--- src/fsc_pkg.sv ---
// Shared constants, types and register map for the fan slope control block
package fsc_pkg;

    // ------------------------------------------------------------
    // Register indices (byte address is four times the index)
    // ------------------------------------------------------------
    localparam logic [7:0] FSC_IDX_SLOPE [3] = '{8'h5F, 8'h60, 8'h61};
    localparam logic [7:0] FSC_IDX_ACOU      = 8'h62;
    localparam logic [7:0] FSC_IDX_MIN   [3] = '{8'h64, 8'h65, 8'h66};
    localparam logic [7:0] FSC_IDX_START [3] = '{8'h67, 8'h68, 8'h69};
    localparam logic [7:0] FSC_IDX_CRIT  [3] = '{8'h6A, 8'h6B, 8'h6C};
    localparam logic [7:0] FSC_IDX_HYST_A    = 8'h6D;
    localparam logic [7:0] FSC_IDX_HYST_B    = 8'h6E;
    localparam logic [7:0] FSC_IDX_STATUS    = 8'h70;
    localparam logic [7:0] FSC_IDX_MAX   [3] = '{8'h38, 8'h39, 8'h3A};

    // ------------------------------------------------------------
    // Field positions
    // ------------------------------------------------------------
    localparam int FSC_SLOPE_LSB   = 4;
    localparam int FSC_HYST_HI_LSB = 4;
    localparam int FSC_HYST_LO_LSB = 0;
    localparam int FSC_KEEP_LSB    = 5;

    // ------------------------------------------------------------
    // Reset values
    // ------------------------------------------------------------
    localparam logic [7:0] FSC_SLOPE_RST  = 8'hC0;
    localparam logic [7:0] FSC_CRIT_RST   = 8'hA4;
    localparam logic [7:0] FSC_HYST_A_RST = 8'h44;
    localparam logic [7:0] FSC_HYST_B_RST = 8'h40;
    localparam logic [7:0] FSC_ACOU_RST   = 8'h00;
    localparam logic [7:0] FSC_MIN_RST    = 8'h80;
    localparam logic [7:0] FSC_MAX_RST    = 8'hFF;
    localparam logic [7:0] FSC_START_RST  = 8'h5A;

    // ------------------------------------------------------------
    // Duty arithmetic
    // ------------------------------------------------------------
    localparam logic [7:0]  FSC_FULL_DUTY = 8'hFF;
    localparam logic [7:0]  FSC_OFF_DUTY  = 8'h00;
    // 170 duty codes per span, span held in sixths of a degree
    localparam logic [17:0] FSC_SLOPE_K   = 18'h003FC;
    localparam logic [8:0]  FSC_SPAN6 [16] = '{
        9'h00C, 9'h00F, 9'h014, 9'h018, 9'h01E, 9'h028, 9'h030, 9'h03C,
        9'h050, 9'h060, 9'h078, 9'h0A0, 9'h0C0, 9'h0F0, 9'h140, 9'h1E0};

    // ------------------------------------------------------------
    // Types
    // ------------------------------------------------------------
    typedef enum logic [1:0] {
        FSC_FAN_OFF  = 2'b00,
        FSC_FAN_RAMP = 2'b01,
        FSC_FAN_HOLD = 2'b10
    } fsc_fan_e;

    typedef struct packed {
        logic       override;
        logic       fan_on;
        logic       ramp;
        logic [7:0] temp;
    } fsc_chan_st_s;

endpackage : fsc_pkg

--- src/fsc_channel.sv ---
// Per-channel evaluation state and ramp duty arithmetic
`timescale 1ns/1ps
`default_nettype none

module fsc_channel (
    // Clock and reset
    input  wire logic                 clock,
    input  wire logic                 rst,
    // Monitoring cycle
    input  wire logic                 tick,
    input  wire logic [7:0]           temp,
    // Configuration
    input  wire logic [7:0]           start,
    input  wire logic [7:0]           crit,
    input  wire logic [3:0]           hyst,
    // State
    output fsc_pkg::fsc_chan_st_s     st
);
    fsc_pkg::fsc_fan_e state;
    fsc_pkg::fsc_fan_e next_state;
    logic              ov;
    logic              next_ov;
    logic [7:0]        temp_q;

    wire [8:0] t_hy    = {1'b0, temp} + {5'h00, hyst};
    wire       hot     = temp > start;
    wire       cold    = t_hy < {1'b0, start};
    wire       crit_hi = temp > crit;
    wire       crit_lo = t_hy < {1'b0, crit};

    // ------------------------------------------------------------
    // Fan on/off with hysteresis below start
    // ------------------------------------------------------------
    always_comb begin
        case (state)
            fsc_pkg::FSC_FAN_OFF:  next_state = hot ? fsc_pkg::FSC_FAN_RAMP
                                                    : fsc_pkg::FSC_FAN_OFF;
            fsc_pkg::FSC_FAN_RAMP: next_state = hot ? fsc_pkg::FSC_FAN_RAMP
                                   : cold ? fsc_pkg::FSC_FAN_OFF
                                          : fsc_pkg::FSC_FAN_HOLD;
            fsc_pkg::FSC_FAN_HOLD: next_state = hot ? fsc_pkg::FSC_FAN_RAMP
                                   : cold ? fsc_pkg::FSC_FAN_OFF
                                          : fsc_pkg::FSC_FAN_HOLD;
            default:               next_state = fsc_pkg::FSC_FAN_OFF;
        endcase
    end

    // Same hysteresis releases the override
    assign next_ov = crit_hi ? 1'b1 : (crit_lo ? 1'b0 : ov);

    // ------------------------------------------------------------
    // Evaluated once per monitoring cycle
    // ------------------------------------------------------------
    always_ff @(posedge clock or posedge rst) begin
        if (rst) begin
            state  <= fsc_pkg::FSC_FAN_OFF;
            ov     <= 1'b0;
            temp_q <= 8'h00;
        end else if (tick) begin
            state  <= next_state;
            ov     <= next_ov;
            temp_q <= temp;
        end
    end

    assign st = '{override: ov,
                  fan_on:   state != fsc_pkg::FSC_FAN_OFF,
                  ramp:     state == fsc_pkg::FSC_FAN_RAMP,
                  temp:     temp_q};

endmodule : fsc_channel

module fsc_duty_calc (
    // Operands
    input  wire logic [7:0] temp,
    input  wire logic [7:0] start,
    input  wire logic [3:0] slope,
    input  wire logic [7:0] min_duty,
    input  wire logic [7:0] max_duty,
    // Result
    output logic [7:0]      duty
);
    wire [7:0]  delta = (temp > start) ? 8'(temp - start) : 8'h00;
    wire [17:0] num   = 18'({10'h000, delta} * fsc_pkg::FSC_SLOPE_K);
    wire [17:0] step  = num / {9'h000, fsc_pkg::FSC_SPAN6[slope]};
    wire [18:0] sum   = {11'h000, min_duty} + {1'b0, step};
    // Full duty is code 255
    wire [7:0]  full  = (sum > {11'h000, fsc_pkg::FSC_FULL_DUTY})
                        ? fsc_pkg::FSC_FULL_DUTY : sum[7:0];

    assign duty = (full > max_duty) ? max_duty : full;

endmodule : fsc_duty_calc

`default_nettype wire

--- src/fsc_fan_control.sv ---
// Automatic fan duty control with slope, hysteresis and critical override
`timescale 1ns/1ps
`default_nettype none

// How it works
// - Each channel has its own four-bit slope code in bits 7:4.
// - Slope codes map 2 to 80 degrees; reset code selects 32.
// - Slope registers sit at 0x5F, 0x60 and 0x61.
// - At 33% minimum, full duty comes at start plus span.
// - Slope stays fixed; effective span scales with 255 minus minimum.
// - Any channel above its critical limit drives all fans full.
// - Override holds until temperature drops below limit minus hysteresis.
// - Override ignores every automatic control setting.
// - Critical limits at 0x6A to 0x6C reset to 0xA4.
// - Hysteresis fields: 0x6D high and low nibbles, 0x6E high nibble.
// - Hysteresis in whole degrees, each field resets to four.
// - Fan stays on until temperature drops hysteresis below start.
// - One hysteresis per channel serves fan off and override release.
// - Bits 7:5 of 0x62 keep fans at minimum; hysteresis moot.
// - Bit 4+n cleared gives zero duty, set gives minimum duty.
// - Full duty taken as code 255, minimum as programmed code.
// - Maximum clamp applies only without critical override.
module fsc_fan_control (
    // Clock and reset
    input  wire logic        clock,
    input  wire logic        rst,
    // APB slave
    input  wire logic [11:0] paddr,
    input  wire logic        psel,
    input  wire logic        penable,
    input  wire logic        pwrite,
    input  wire logic [31:0] pwdata,
    input  wire logic [3:0]  pstrb,
    output logic      [31:0] prdata,
    output logic             pready,
    output logic             pslverr,
    // Monitoring cycle
    input  wire logic        monitor_tick,
    input  wire logic [7:0]  temp_remote1,
    input  wire logic [7:0]  temp_local,
    input  wire logic [7:0]  temp_remote2,
    // Fan outputs
    output logic      [7:0]  fan_drive_1,
    output logic      [7:0]  fan_drive_2,
    output logic      [7:0]  fan_drive_3,
    output logic             critical_overtemp
);
    // ------------------------------------------------------------
    // Storage
    // ------------------------------------------------------------
    logic [7:0] slope_reg [3];
    logic [7:0] crit_reg  [3];
    logic [7:0] min_reg   [3];
    logic [7:0] max_reg   [3];
    logic [7:0] start_reg [3];
    logic [7:0] hyst_a;
    logic [7:0] hyst_b;
    logic [7:0] acou;
    logic [7:0] drive     [3];
    logic       ov_any_q;

    fsc_pkg::fsc_chan_st_s st [3];
    logic [7:0] temp_v   [3];
    logic [3:0] hyst_v   [3];
    logic [3:0] slope_v  [3];
    logic [7:0] auto_v   [3];
    logic [7:0] next_drv [3];
    logic [2:0] ov_vec;
    logic [2:0] on_vec;
    logic [2:0] keep_v;

    // ------------------------------------------------------------
    // APB decode
    // ------------------------------------------------------------
    wire [7:0] idx      = paddr[9:2];
    wire       aligned  = (paddr[1:0] == 2'h0) && (paddr[11:10] == 2'h0);
    wire       setup    = psel && !penable;
    wire       access   = psel && penable;
    wire       is_stat  = idx == fsc_pkg::FSC_IDX_STATUS;
    wire       is_acou  = idx == fsc_pkg::FSC_IDX_ACOU;
    wire       is_hya   = idx == fsc_pkg::FSC_IDX_HYST_A;
    wire       is_hyb   = idx == fsc_pkg::FSC_IDX_HYST_B;
    logic [2:0] is_slope;
    logic [2:0] is_crit;
    logic [2:0] is_min;
    logic [2:0] is_max;
    logic [2:0] is_start;
    wire       hit      = aligned && (is_stat || is_acou || is_hya || is_hyb
                          || (|is_slope) || (|is_crit) || (|is_min)
                          || (|is_max) || (|is_start));
    wire       wr_go    = access && pwrite && pstrb[0] && hit && !is_stat;

    assign pready  = 1'b1;
    assign pslverr = access && !hit;

    // ------------------------------------------------------------
    // Single registers
    // ------------------------------------------------------------
    always_ff @(posedge clock or posedge rst) begin
        if (rst) begin
            hyst_a <= fsc_pkg::FSC_HYST_A_RST;
            hyst_b <= fsc_pkg::FSC_HYST_B_RST;
            acou   <= fsc_pkg::FSC_ACOU_RST;
        end else begin
            if (wr_go && is_hya)
                hyst_a <= pwdata[7:0];
            if (wr_go && is_hyb)
                hyst_b <= pwdata[7:0];
            if (wr_go && is_acou)
                acou <= pwdata[7:0];
        end
    end

    assign hyst_v[0] = hyst_a[fsc_pkg::FSC_HYST_HI_LSB +: 4];
    assign hyst_v[1] = hyst_a[fsc_pkg::FSC_HYST_LO_LSB +: 4];
    assign hyst_v[2] = hyst_b[fsc_pkg::FSC_HYST_HI_LSB +: 4];
    assign keep_v    = acou[fsc_pkg::FSC_KEEP_LSB +: 3];
    assign temp_v[0] = temp_remote1;
    assign temp_v[1] = temp_local;
    assign temp_v[2] = temp_remote2;

    // ------------------------------------------------------------
    // Per-channel registers, evaluation and duty
    // ------------------------------------------------------------
    for (genvar i = 0; i < 3; i++) begin : g_ch
        assign is_slope[i] = idx == fsc_pkg::FSC_IDX_SLOPE[i];
        assign is_crit[i]  = idx == fsc_pkg::FSC_IDX_CRIT[i];
        assign is_min[i]   = idx == fsc_pkg::FSC_IDX_MIN[i];
        assign is_max[i]   = idx == fsc_pkg::FSC_IDX_MAX[i];
        assign is_start[i] = idx == fsc_pkg::FSC_IDX_START[i];

        always_ff @(posedge clock or posedge rst) begin
            if (rst) begin
                slope_reg[i] <= fsc_pkg::FSC_SLOPE_RST;
                crit_reg[i]  <= fsc_pkg::FSC_CRIT_RST;
                min_reg[i]   <= fsc_pkg::FSC_MIN_RST;
                max_reg[i]   <= fsc_pkg::FSC_MAX_RST;
                start_reg[i] <= fsc_pkg::FSC_START_RST;
            end else begin
                if (wr_go && is_slope[i])
                    slope_reg[i] <= pwdata[7:0];
                if (wr_go && is_crit[i])
                    crit_reg[i] <= pwdata[7:0];
                if (wr_go && is_min[i])
                    min_reg[i] <= pwdata[7:0];
                if (wr_go && is_max[i])
                    max_reg[i] <= pwdata[7:0];
                if (wr_go && is_start[i])
                    start_reg[i] <= pwdata[7:0];
            end
        end

        assign slope_v[i] = slope_reg[i][fsc_pkg::FSC_SLOPE_LSB +: 4];

        fsc_channel u_chan (
            .clock (clock),
            .rst   (rst),
            .tick  (monitor_tick),
            .temp  (temp_v[i]),
            .start (start_reg[i]),
            .crit  (crit_reg[i]),
            .hyst  (hyst_v[i]),
            .st    (st[i])
        );

        fsc_duty_calc u_calc (
            .temp     (st[i].temp),
            .start    (start_reg[i]),
            .slope    (slope_v[i]),
            .min_duty (min_reg[i]),
            .max_duty (max_reg[i]),
            .duty     (auto_v[i])
        );

        assign ov_vec[i] = st[i].override;
        assign on_vec[i] = st[i].fan_on;

        // Override first, then ramp, hold band or keep, then off
        assign next_drv[i] = (|ov_vec) ? fsc_pkg::FSC_FULL_DUTY
                           : st[i].ramp ? auto_v[i]
                           : (st[i].fan_on || keep_v[i]) ? min_reg[i]
                           : fsc_pkg::FSC_OFF_DUTY;

        always_ff @(posedge clock or posedge rst) begin
            if (rst)
                drive[i] <= fsc_pkg::FSC_OFF_DUTY;
            else
                drive[i] <= next_drv[i];
        end
    end

    always_ff @(posedge clock or posedge rst) begin
        if (rst)
            ov_any_q <= 1'b0;
        else
            ov_any_q <= |ov_vec;
    end

    assign fan_drive_1       = drive[0];
    assign fan_drive_2       = drive[1];
    assign fan_drive_3       = drive[2];
    assign critical_overtemp = ov_any_q;

    // ------------------------------------------------------------
    // Read data
    // ------------------------------------------------------------
    logic [7:0] rd_mux;
    always_comb begin
        rd_mux = 8'h00;
        for (int k = 0; k < 3; k++) begin
            if (is_slope[k])
                rd_mux = slope_reg[k];
            if (is_crit[k])
                rd_mux = crit_reg[k];
            if (is_min[k])
                rd_mux = min_reg[k];
            if (is_max[k])
                rd_mux = max_reg[k];
            if (is_start[k])
                rd_mux = start_reg[k];
        end
        if (is_acou)
            rd_mux = acou;
        if (is_hya)
            rd_mux = hyst_a;
        if (is_hyb)
            rd_mux = hyst_b;
        if (is_stat)
            rd_mux = {1'b0, |ov_vec, on_vec, ov_vec};
        if (!aligned)
            rd_mux = 8'h00;
    end

    always_ff @(posedge clock or posedge rst) begin
        if (rst)
            prdata <= 32'h00000000;
        else if (setup && !pwrite)
            prdata <= {24'h000000, rd_mux};
    end

    for (genvar i = 0; i < 3; i++) begin : g_chk

    end
endmodule : fsc_fan_control

`default_nettype wire

--- config.mk ---
export PLATFORM = sky130hd
export DESIGN_NAME = fsc_fan_control
export DESIGN_NICKNAME = d
export VERILOG_FILES = /design/src/fsc_pkg.sv /design/src/fsc_channel.sv /design/src/fsc_fan_control.sv
export SDC_FILE = /design/constraint.sdc
export NUM_CORES = 2
export LEC_CHECK = 0
export BUFFER_PORTS_ARGS = -buffer_cell sky130_fd_sc_hd__buf_4
export CORE_ASPECT_RATIO = 1.5
export CORE_MARGIN = 3
export CORE_UTILIZATION = 40
export CTS_CLUSTER_SIZE = 16
export DETAILED_ROUTE_END_ITERATION = 8
export PLACE_DENSITY = 0.57
export SETUP_SLACK_MARGIN = 0.05
export SYNTH_ARGS = -nofsm -noshare
export SYNTH_HDL_FRONTEND = slang
export SYNTH_SLANG_ARGS = --single-unit
--- constraint.sdc ---
create_clock -name clock -period 84.6 [get_ports clock]
set_clock_uncertainty 0.15 [all_clocks]
set_input_delay 4.23 -clock clock [delete_from_list [all_inputs] [get_ports clock]]
set_output_delay 4.23 -clock clock [all_outputs]
set_load 0.02 [all_outputs]
==> qor.csv <==
metric;value;unit
core area;104700;µm²
final net count;6211;
first-pass GRT wire length;206400;µm
Synth top area share;0.2029;
Final HPWL DP;107700;µm
hold path depth;2;
RSZ-0062 raised after global routing;no;
Hold Crit Class;register to register;
number of synthesized flops with an enable pin;0;
Max Clk Rate;0.01817;GHz
Critical Path Most Common Cell;a21oi_1;
hold_sp;prdata[4]$_DFFE_PP0P_;
Mapped Avg Cell Area;7.961;µm²
vias;39530;
initial antenna violation count;11;
Yosys top cell by area;ha_1;
crit end category;register;
Max clock buf depth;3;
drt pass-1 iters;5;
Slew headroom;0.2369;
WS Path Type;register to register;
Worst path slowest cell;nor3_2;
Clock Latency Late Sink;0.52;ns
GRT Util Overall;0.2303;
via/cell ratio;5.842;
CP required;84.82;ns
Clock Root Buffer;clkbuf_16;
hold_buf cts;0;
layout filler cell count;10760;
post-CTS sizing;0;
setup repair bufs after CTS;0;
largest cells by area after synthesis;ha_1 20%, dfrtp_1 9.0%, mux2_2 5.9%, fa_1 4.4%, nand2_1 4.0%;
cell area after synthesis;42360;µm²
library cells used by synthesis;115;
H-tree levels;1;
I/O pin cnt;137;
area grow syn2layout;6.873;%
crit-path max cell delay;0.83;ns
fin crit share;0.6506;
run status;completed;
Worst Tran Pin Value;1.145;ns
Fin. Hold Viols;0;
placer congestion estimate;0.8871;
beginning of the worst register-to-register path;start_reg[0]$_DFFE_PP0P_;
min Tclk post-route;55.04;ns
chip width;271.7;µm
Hold Path Sink;prdata[4]$_DFFE_PP0P_;
share of cells above drive strength 1;0.1094;
CTS clk-pin slew, worst paths;0.07;ns
max-slew violation count;0;
initial DRC count;2176;
nature of the critical path startpoint;register;
most common cell in the netlist;ha_1;
I/O Buffers;84;
final setup violation count;0;
initial core utilization;0.4047;
#FFs+latches synth;210;
Ys Warns;0;
sequential share of the synthesized area;0.1257;
Post-synth ARST share;1.000;
CTS buffer count;21;
WL/cell;19.15;µm
final wirelength;129600;µm
Die Area;109900;µm²
via count of the first global-routing pass;39470;
Post-DRT Antenna Nets;0;
die height;404.6;µm
R2R Path End;fan_drive_3[6]$_DFF_PP0_;
FF-to-FF path depth;222;
crit-path max FO;17;
Clock Sinks;210;
WP data arrival;55.27;ns
CTS tree;done;
DRC errors left;0;
max-cap violations;0;
largest net degree at the start of global routing;73;
Post-synth top flop;dfrtp_1;
Mapped Cells;5321;
setup TNS;0;ns
GRT overflow;0;
Site Rows;145;
reg-to-reg slack, setup;29.56;ns
synth cell count leaders;687 x ha_1, 449 x nand2_1, 388 x inv_1;
## metal layers
metal | track usage | wire, µm | part of all wire | up-vias
met5 | 0 | 115 | 0.00089 | -
met4 | 0.09457 | 5674 | 0.044 | 16
met3 | 0.01777 | 4204 | 0.032 | 249
met2 | 0.4459 | 67770 | 0.52 | 711
met1 | 0.2565 | 51820 | 0.40 | 18850
li1 | - | - | - | 19700
## critical path, delay by kind of cell, from the launching register on
family / cells / cell delay, ns
AOI/OAI and AO/OA: 122 / 27.84
adders and majority gates: 27 / 9.23
buffers and inverters: 14 / 1.78
DFF: 1 / 0.52
muxes: 4 / 1.50
and+or+nand+nor: 55 / 13.74
## logic make-up (layout without fill, tap and decap cells)
group,after synthesis,count (layout),synth area share
flip-flops,210,210,0.1257
XOR/XNOR,250,250,0.05169
other,2,28,0.0001773
buffers and inverters,539,562,0.05080
multiplexers,271,271,0.07127
AO/OA/AOI/OAI,1571,1571,0.2536
AND/OR/NAND/NOR,1695,1695,0.1992
adder cells (fa/ha/maj),783,783,0.2476
## how the worst max path moves through the flow
stage / from / end / depth (start not counted)
final: start_reg[0]$_DFFE_PP0P_ / fan_drive_3[6]$_DFF_PP0_ / 222
after global routing: start_reg[0]$_DFFE_PP0P_ / fan_drive_3[6]$_DFF_PP0_ / 225
after CTS: start_reg[0]$_DFFE_PP0P_ / fan_drive_3[6]$_DFF_PP0_ / 222
after detailed placement: start_reg[1]$_DFFE_PP1P_ / fan_drive_3[6]$_DFF_PP0_ / 222
after global placement: start_reg[0]$_DFFE_PP0P_ / fan_drive_3[6]$_DFF_PP0_ / 221
after floorplan: start_reg[9]$_DFFE_PP1P_ / fan_drive_2[1]$_DFF_PP0_ / 232
## placed cells by master (no fill, tap or decap), types with 45 or more instances in the layout
cell	instances
inv_1	387
o21ai_0	282
nor2_1	370
o21a_1	177
nand3_1	108
nor3_1	197
o211ai_1	48
or3_1	53
xnor2_1	167
a21oi_1	333
and2_1	45
fa_1	93
nand2_1	449
nand4_1	60
dfrtp_1	153
xor2_1	83
buf_4	128
mux2_2	223
or2_2	51
nand2b_1	103
o31ai_1	80
dfstp_2	57
nor2b_1	87
a21o_1	136
ha_1	687
## metrics by stage
stage / utilization / area, µm² / cells / hold slack [ns] / setup WS [ns]
after floorplan: - / 42450 / 5344 / 0.3179 / 39.41
after global placement: 0.4257 / 44560 / 6726 / 0.3185 / 30.25
after detailed placement: 0.4257 / 44560 / 6726 / 0.3432 / 29.98
after CTS: 0.4324 / 45270 / 6763 / 0.3589 / 29.70
after global routing: 0.4324 / 45270 / 6763 / 0.3748 / 25.14
final: 0.4325 / 45270 / 6766 / 0.3449 / 29.56
## area by class of cell
| cell class | instances | area [µm²] | area share |
|---|---|---|---|
| clock inverters | 11 | 123.9 | 0.002736 |
| flip-flops and latches | 210 | 5326 | 0.1176 |
| repair buffers | 128 | 960.9 | 0.02122 |
| well taps | 1396 | 1747 | 0.03858 |
| inverters | 397 | 1498 | 0.03308 |
| clock buffers | 26 | 584.3 | 0.01291 |
| diodes | 3 | 7.507 | 0.0001658 |
| multi-input cells | 4595 | 35030 | 0.7737 |
Power is left out: the tool's default activity adds up to more than one toggle a clock period on the data nets, which glitch-free logic cannot reach.
